**src/hims_pkg.sv**
```systemverilog
/*
  Package for the host interface mode select block: operating modes, bus styles,
  level constants and the packed structs that carry the decoded pin roles.
  Assumes nothing of its surroundings; used by hims_pin_mux and hims_top.
*/
package hims_pkg;

  // operating mode chosen by the three-level mode pin
  typedef enum logic [1:0] {
    HIMS_MODE_HARDWARE,
    HIMS_MODE_PARALLEL,
    HIMS_MODE_SERIAL
  } hims_mode_e;

  // parallel bus style chosen by the bus-style pin
  typedef enum logic {
    HIMS_BUS_STROBE,
    HIMS_BUS_SEPARATE
  } hims_bus_e;

  // the mode pin arrives as two comparator outputs: above the low band, above the mid band
  localparam logic [1:0] HIMS_LVL_LOW  = 2'h0;
  localparam logic [1:0] HIMS_LVL_MID  = 2'h1;
  localparam logic [1:0] HIMS_LVL_HIGH = 2'h3;

  localparam logic HIMS_PIN_LOW  = 1'h0;
  localparam logic HIMS_PIN_HIGH = 1'h1;

  localparam int HIMS_LEN_W   = 2;
  localparam int HIMS_EVENT_W = 8;

  // roles taken by the shared host pins in host modes
  typedef struct packed {
    logic host_read;
    logic host_write;
    logic host_strobe;
    logic host_dir_write;
    logic serial_in;
    logic parallel_en;
    logic serial_en;
  } hims_host_s;

  // static settings taken by the shared pins in hardware mode
  typedef struct packed {
    logic [HIMS_LEN_W-1:0] line_length;
    logic                  line_code_enable;
    logic                  hw_en;
  } hims_hw_s;

endpackage

```
**src/hims_pin_mux.sv**
```systemverilog
/*
  Pin role decoder: turns the decoded mode, bus style and the raw shared pins into
  host-side roles and hardware-mode settings. Purely combinational.
  Assumes all pins are synchronous to the clock of the instantiating module.
*/
`timescale 1ns/1ns
module hims_pin_mux (
  input  wire hims_pkg::hims_mode_e mode_in,
  input  wire hims_pkg::hims_bus_e  bus_in,
  input  wire logic                 bus_style_select_in,
  input  wire logic                 rw_select_in,
  input  wire logic                 data_strobe_n_in,
  output hims_pkg::hims_host_s      host_out,
  output hims_pkg::hims_hw_s        hw_out
);

  wire is_hw       = (mode_in == hims_pkg::HIMS_MODE_HARDWARE);
  wire is_par      = (mode_in == hims_pkg::HIMS_MODE_PARALLEL);
  wire is_ser      = (mode_in == hims_pkg::HIMS_MODE_SERIAL);
  wire is_strobe   = (bus_in == hims_pkg::HIMS_BUS_STROBE);
  wire strobe_act  = (data_strobe_n_in == hims_pkg::HIMS_PIN_LOW);

  // strobe style: rw is direction, strobe is data strobe; separate style: low enables
  assign host_out.host_strobe    = is_par & is_strobe & strobe_act;
  assign host_out.host_dir_write = is_par & is_strobe & ~rw_select_in;
  assign host_out.host_read      = is_par & (is_strobe ? (strobe_act & rw_select_in)
                                                       : ~rw_select_in);
  assign host_out.host_write     = is_par & (is_strobe ? (strobe_act & ~rw_select_in)
                                                       : strobe_act);
  // serial mode: the strobe pin is the serial data input, parallel port idle
  assign host_out.serial_in      = is_ser & data_strobe_n_in;
  assign host_out.parallel_en    = is_par;
  assign host_out.serial_en      = is_ser;

  // hardware mode: shared pins become static line length and line code settings
  assign hw_out.line_length      = is_hw ? {rw_select_in, data_strobe_n_in}
                                         : {hims_pkg::HIMS_LEN_W{1'b0}};
  assign hw_out.line_code_enable = is_hw & (bus_style_select_in == hims_pkg::HIMS_PIN_LOW);
  assign hw_out.hw_en            = is_hw;

endmodule

```
**src/hims_top.sv**
```systemverilog
/*
  Host interface mode select top: decodes the three-level mode pin and bus style,
  routes the shared pins, aligns the serial output edge and drives the open-drain
  interrupt. Assumes pins synchronous to clk_in and an external pull-up on the
  interrupt wire; the serial shift clock arrives as a sampled ordinary input.
*/
`timescale 1ns/1ns
module hims_top #(
  parameter int EVENT_W = hims_pkg::HIMS_EVENT_W
) (
  input  wire logic               clk_in,
  input  wire logic               rst_in,
  input  wire logic [1:0]         mode_level_in,
  input  wire logic               bus_style_select_in,
  input  wire logic               rw_select_in,
  input  wire logic               data_strobe_n_in,
  input  wire logic               shift_clk_in,
  input  wire logic               edge_select_in,
  input  wire logic               serial_bit_in,
  input  wire logic [EVENT_W-1:0] event_in,
  input  wire logic [EVENT_W-1:0] irq_enable_in,
  input  wire logic [EVENT_W-1:0] status_clear_in,
  output hims_pkg::hims_mode_e    mode_out,
  output hims_pkg::hims_bus_e     bus_out,
  output hims_pkg::hims_host_s    host_out,
  output hims_pkg::hims_hw_s      hw_out,
  output logic                    serial_out,
  output logic [EVENT_W-1:0]      status_out,
  output logic                    int_n_out,
  output logic                    int_oe_n_out
);

  hims_pkg::hims_mode_e mode_q;
  hims_pkg::hims_mode_e mode_d;
  hims_pkg::hims_bus_e  bus_q;
  hims_pkg::hims_bus_e  bus_d;
  hims_pkg::hims_host_s host_d;
  hims_pkg::hims_host_s host_q;
  hims_pkg::hims_hw_s   hw_d;
  hims_pkg::hims_hw_s   hw_q;
  logic                 sclk_q;
  logic                 serial_q;
  logic [EVENT_W-1:0]   status_q;
  logic                 int_q;

  // three-level decode; an illegal comparator pair falls back to hardware mode
  assign mode_d = (mode_level_in == hims_pkg::HIMS_LVL_HIGH) ? hims_pkg::HIMS_MODE_PARALLEL :
                  (mode_level_in == hims_pkg::HIMS_LVL_MID)  ? hims_pkg::HIMS_MODE_SERIAL :
                                                               hims_pkg::HIMS_MODE_HARDWARE;

  // bus style only meaningful in host modes; the pin is line code in hardware mode
  assign bus_d = (bus_style_select_in == hims_pkg::HIMS_PIN_HIGH) ? hims_pkg::HIMS_BUS_SEPARATE
                                                                  : hims_pkg::HIMS_BUS_STROBE;

  hims_pin_mux u_mux (
    .mode_in             (mode_q),
    .bus_in              (bus_q),
    .bus_style_select_in (bus_style_select_in),
    .rw_select_in        (rw_select_in),
    .data_strobe_n_in    (data_strobe_n_in),
    .host_out            (host_d),
    .hw_out              (hw_d)
  );

  // serial output edge: change on the edge opposite the one the host samples on
  wire sclk_rise  = shift_clk_in & ~sclk_q;
  wire sclk_fall  = ~shift_clk_in & sclk_q;
  wire ser_update = (edge_select_in == hims_pkg::HIMS_PIN_HIGH) ? sclk_fall : sclk_rise;
  wire ser_active = (mode_q == hims_pkg::HIMS_MODE_SERIAL);

  // sticky status: a new event beats a clear in the same cycle
  wire [EVENT_W-1:0] status_d = event_in | (status_q & ~status_clear_in);
  wire               int_d    = |(status_q & irq_enable_in);

  // mode and bus style registered so every shared pin changes role cleanly
  always_ff @(posedge clk_in) begin
    if (rst_in) begin
      mode_q <= hims_pkg::HIMS_MODE_HARDWARE;
      bus_q  <= hims_pkg::HIMS_BUS_STROBE;
      host_q <= '0;
      hw_q   <= '0;
    end else begin
      mode_q <= mode_d;
      bus_q  <= bus_d;
      host_q <= host_d;
      hw_q   <= hw_d;
    end
  end

  // serial bit launch; held low outside serial mode
  always_ff @(posedge clk_in) begin
    if (rst_in) begin
      sclk_q   <= 1'b0;
      serial_q <= 1'b0;
    end else begin
      sclk_q <= shift_clk_in;
      if (!ser_active) begin
        serial_q <= 1'b0;
      end else if (ser_update) begin
        serial_q <= serial_bit_in;
      end
    end
  end

  // interrupt is a level: it stays asserted while any enabled status remains
  always_ff @(posedge clk_in) begin
    if (rst_in) begin
      status_q <= '0;
      int_q    <= 1'b0;
    end else begin
      status_q <= status_d;
      int_q    <= int_d;
    end
  end

  assign mode_out     = mode_q;
  assign bus_out      = bus_q;
  assign host_out     = host_q;
  assign hw_out       = hw_q;
  assign serial_out   = serial_q;
  assign status_out   = status_q;
  // open drain: only ever drives low, enable low while driving
  assign int_n_out    = 1'b0;
  assign int_oe_n_out = ~int_q;

endmodule

```
**config.mk**
```make
export PLATFORM = sky130hd
export DESIGN_NAME = hims_top
export DESIGN_NICKNAME = d
export VERILOG_FILES = /design/src/hims_pkg.sv /design/src/hims_pin_mux.sv /design/src/hims_top.sv
export SDC_FILE = /design/constraint.sdc
export NUM_CORES = 1
export LEC_CHECK = 0
export BUFFER_PORTS_ARGS = -buffer_cell sky130_fd_sc_hd__buf_2
export CAP_MARGIN = 30
export CORE_AREA = 2 2 58 73
export DETAILED_ROUTE_END_ITERATION = 8
export DIE_AREA = 0 0 60 75
export GPL_ROUTABILITY_DRIVEN = 0
export HOLD_SLACK_MARGIN = 0.12
export PLACE_DENSITY = 0.55
export SLEW_MARGIN = 0
export SYNTH_ARGS = -nofsm -noshare
export SYNTH_HDL_FRONTEND = slang
export SYNTH_HIERARCHICAL = 1
export SYNTH_SLANG_ARGS = --single-unit
```
**constraint.sdc**
```tcl
create_clock -name clk_in -period 1.3 [get_ports clk_in]
set_clock_uncertainty 0.2 [all_clocks]
set_input_delay 0.065 -clock clk_in [delete_from_list [all_inputs] [get_ports clk_in]]
set_output_delay 0.065 -clock clk_in [all_outputs]
set_load 0.02 [all_outputs]
```
## Word-level counts from Yosys, hierarchy flattened

Index checks and enable logic that the tools add are counted.

| cells by class | value |
|---|---|
| reduce and logical (&&, ||, !) cells | 5 |
| multiplexer cells | 6 |
| shifts and indexed selects | 0 |
| div/mod/pow operators | 0 |
| $lt $le $gt $ge | 0 |
| bitwise operators | 24 |
| eq/ne operators | 4 |
| $mul | 0 |
| $add $sub $neg | 0 |

Operators with widths:

| kind | count |
|---|---|
| 8-bit bitwise AND | 2 |
| 1-bit bitwise AND | 11 |
| 1-bit NOT | 9 |
| 8-bit NOT | 1 |
| 8-bit bitwise OR | 1 |
| 8-bit OR reduction | 1 |
| 2-bit OR reduction | 3 |
| 1-bit 2-to-1 mux | 5 |
| 2-bit by 1-bit equality test with 1-bit output (second input constant) | 2 |
| 2-bit equality test (second input constant) | 2 |
| 2-bit zero test | 1 |
| 2-bit 2-to-1 mux | 1 |

| storage, ports and cells | value |
|---|---|
| bits in registers | 25 |
| output and inout bits | 25 |
| memories kept | 0 |
| memory bits (writable) | 0 |
| word-level logic and storage cells | 56 |
| input bits | 34 |
| latch bits | 0 |
| bits in read-only memories | 0 |

## Depth between registers and ports, before layout

| logic depth | value |
|---|---|
| word-level depth | 4 |
| gate-level depth with buffers | 4 |
| depth with buffers taken out | 3 |

## By module

The synthesis kept the hierarchy.

Modules (own cells, without submodules):

| module | sequential area each (um2) | cells each | times used | area an instance (um2) |
|---|---|---|---|---|
| hims_top | 500.5 | 81 | 1 | 813.3 |
| hims_pin_mux | 0.0 | 18 | 1 | 111.4 |

## Least setup slack after synthesis

Ideal clock, no wire load.

| path | value |
|---|---|
| path kind | register to register |
| from | reg mode_q[1] (netlist: mode_out[1]) |
| to | reg host_q (netlist bit host_out[1]) |
| buffers on the path | 1 |
| required time | 982 ps |
| arrival | 994 ps |
| cell stages (with the launch flop) | 5 |
| clock period less this slack | 1,311 ps |
| setup time | 118 ps |
| slack | -11 ps |
| path through | dfxtp_1 nand2b_1 inv_1 buf_4 nor2b_1 |

| on the way | value |
|---|---|
| word-level cells in the longest chain between the ends | 1 |

RTL lines:

| element | RTL line | source |
|---|---|---|
| from (decl) | hims_top.sv:33 | `hims_pkg::hims_mode_e mode_q;` |
| from (signal assigned) | hims_top.sv:78 | `mode_q <= hims_pkg::HIMS_MODE_HARDWARE;` |
| from (signal assigned) | hims_top.sv:83 | `mode_q <= mode_d;` |
| 2-bit by 1-bit equality test with 1-bit output | hims_pin_mux.sv:18 | `wire is_par = (mode_in == hims_pkg::HIMS_MODE_PARALLEL);` |
| net u_mux.is_par | hims_pin_mux.sv:18 |  |
| to (signal assigned) | hims_top.sv:85 | `host_q <= host_d;` |
| to (decl) | hims_top.sv:38 | `hims_pkg::hims_host_s host_q;` |

The timed path passes the listed nets, and every way through them passes these cells.
A chain may end at the register's enable or synchronous reset.

## Worst setup path after layout

| path | value |
|---|---|
| from | in rst_in |
| to | reg serial_q (netlist: serial_out) |

| on the way | value |
|---|---|
| word-level cells in the longest chain between the ends | 1 |

RTL lines:

| element | RTL line | source |
|---|---|---|
| from (decl) | hims_top.sv:12 | `input wire logic rst_in,` |
| 2-bit OR reduction (no source line) | n/a |  |
| to (signal assigned) | hims_top.sv:100 | `serial_q <= serial_bit_in;` |
| to (decl) | hims_top.sv:42 | `logic serial_q;` |

No other way between the ends.

==> impl_metrics.csv <==
group,metric,value,unit
status,status,"complete, but fails checks",
status,violations,"negative hold slack",
grt,grt_max_degree,18,
logic_synthesis,synth.distinct_cells,22,
grt,gr-total-overflow,0,
timing,period_needed,1170,ps
logic_synthesis,syn_area,925,um^2
routing,vias,974,
hold_path,hold_start,"data_strobe_n_in",
floorplan,io_pins,59,
logic_synthesis,synth_area_per_cell,9.34,um^2
timing,post-route-period-util,0.902,
logic_synthesis,ys_seq_elements,25,
logic_synthesis,synth_nets,133,
routing,drt-pass1-iter-count,4,
final_layout,antenna_cells,0,
hold_path,hold_depth,3,
routing,antenna_left,0,
setup_path,end_kind,"register",
routing,drc,0,
floorplan,die_area,0.00450,mm^2
timing,hold-worst-slack,-85.9,ps
power_and_ir_drop,ir_drop,278,uV
placement,place_ws,160,ps
setup_path,slowest_delay,520,ps
logic_synthesis,synth_warnings,6,
floorplan,coreArea,0.00378,mm^2
final_layout,mostFrequentLayoutCell,"buf_2",
cts,tritoncts,"built",
grt,grt_pass1_vias,956,
setup_path,worstPathRequired,1310,ps
cts,clk_path_buf_depth,2,
setup_path,worst_r2r_path_depth,3,
cts,numCtsBuffers,3,
timing,setup_viol,0,
cts,clk_pin_slew,90,ps
routing,viasPerCell,4.02,
setup_path,arrival,1180,ps
setup_path,path_class,"primary input to register",
final_layout,syn2layout_area_growth,75.9,%
timing,drv_slew,0,
routing,drtIter0Drc,20,
timing,max_freq,853,MHz
setup_path,startpoint_type,"primary input",
logic_synthesis,synth_top_area_cell,"dfxtp_1",
grt,track_usage,0.121,
final_layout,utilization,0.430,
timing,rsz0062_at_grt,"no",
routing,routed_wirelength,2.62,mm
hold_path,holdPathEnd,"host_out[5]",
cts,clock_sinks,25,
floorplan,die_w,60,um
setup_path,crit_path_cell_trace,"dlygate4sd3_1 > buf_2 > nor2_1 > nand3_1 > mux2i_1",
floorplan,initial_core_util,0.244,
cts,h-tree-depth,1,
routing,wl_per_cell,10.8,um
power_and_ir_drop,p_leak,0.815,nW
placement,place_inst,206,
floorplan,fp.dieH,75,um
final_layout,instances_no_fill,242,
cts,insertion_delay,270,ps
floorplan,rows,25,
final_layout,nNetsFinal,223,
grt,grt_pass1_wl,3.92,mm
cts,cts_setup_buffers,0,
timing,finalWorstSetupSlack,128,ps
setup_path,rrSetupSlack,150,ps
setup_path,reg2reg_from,"bus_out",
placement,dp_hpwl,1.65,mm
hold_path,hold_path.class,"primary input to register",
cts,ctsHoldBuffers,32,
setup_path,crit_path_top_delay_cell,"dlygate4sd3_1",
final_layout,layout_common_cells,"56 x buf_2, 31 x dlygate4sd3_1, 24 x dfxtp_1",
timing,hold_viol_final,4,
logic_synthesis,synthTopCellsByArea,"dfxtp_1 54%, nor2b_1 8.8%, a21oi_1 4.3%",
cts,cts-root-buf,"clkbuf_8",
logic_synthesis,synthCells,99,
run,maxCapViolCount,0,
power_and_ir_drop,p_per_area,970,mW/mm^2
logic_synthesis,netlist.area_leader.share,0.541,
grt,antenna_found_initial,0,
placement,port_buffers,57,
logic_synthesis,ys_seq_area_frac,0.541,
setup_path,crit_fanout,17,
setup_path,r2r-end,"host_out[6]",
timing,final.setup.tns,0,ps
final_layout,layout-drive-gt1-share,0.351,
-- power by group --
| group | switching, mW | internal (mW) | leakage (nW) |
|---|---|---|---|
| Combinational | 0.136 | 0.166 | 0.583 |
| Clock | 0.240 | 0.214 | 0.0255 |
| Sequential | 0.0208 | 0.802 | 0.207 |
-- stage by stage --
stage | area, um^2 | hold slack [ps] | total power, mW
finish | 1630 | -85.9 | 1.58
global route | 1630 | -80.0 | 1.66
CTS | 1620 | -82.3 | 1.59
detailed placement | 1250 | 46.6 | 1.06
global placement | 1250 | 44.5 | 1.06
floorplan | 926 | -66.3 | 0.965
-- worst max-delay path by stage --
stage,start,end,slack (ps),cells after the start
final,rst_in,serial_out,130,5
after global placement,bus_out,host_out[6],170,3
after detailed placement,bus_out,host_out[6],160,3
after global routing,mode_out[0],host_out[5],5,3
after floorplan,bus_out,host_out[6],50,3
after CTS,rw_select_in,host_out[6],20,5
-- cells by family after synthesis --
logic type | synth area share
other | 0.00406
and+or+nand+nor | 0.249
muxes | 0.0108
DFF | 0.541
AOI/OAI and AO/OA | 0.108
buffers and inverters | 0.0866
-- cell type report --
class,count,area (um^2)
clock buffer,3,41.3
clock inverter,1,5.00
fill,394,2160
inverter,10,37.5
multi-input combinational,58,344
sequential,25,502
tap,54,67.6
timing repair buffer,91,629
-- critical path: cells and delay by family --
kind                   cells  cell delay [ps]
multiplexers               1              130
AND/OR/NAND/NOR            2              250
buffers and inverters      2              730
-- repair_timing --
item,in CTS,in global routing
gates resized for setup,0,2
setup endpoints to repair,0,1
hold endpoints to repair,25,6
-- cell usage after synthesis --
library cell / count
a21oi_1: 8
inv_1: 10
buf_2: 1
a22oi_1: 4
and2b_1: 2
or3b_1: 1
nor2_1: 10
nor3_1: 4
nor3b_1: 1
nor2b_1: 13
and3b_1: 1
nand2b_1: 3
buf_4: 5
mux2i_1: 1
conb_1: 1
dfxtp_1: 25
nand3_1: 2
and2_1: 3
o22ai_2: 1
a41oi_1: 1
nand2_1: 1
a21oi_2: 1
-- flip-flops by register name, indices dropped and copies added (netlist names) --
| register | cells |
|---|---|
| status_out | 8 |
| host_out | 7 |
| hw_out | 4 |
| mode_out | 2 |
| bus_out | 1 |
| int_q | 1 |
| sclk_q | 1 |
| serial_out | 1 |
-- layer usage --
layer | part of all wire | GRT usage
met5 | 0 | 0
met4 | 0.053 | 0.106
met3 | 0.027 | 0.0155
met2 | 0.59 | 0.243
met1 | 0.33 | 0.0950
(Power assumes the default switching activity.)
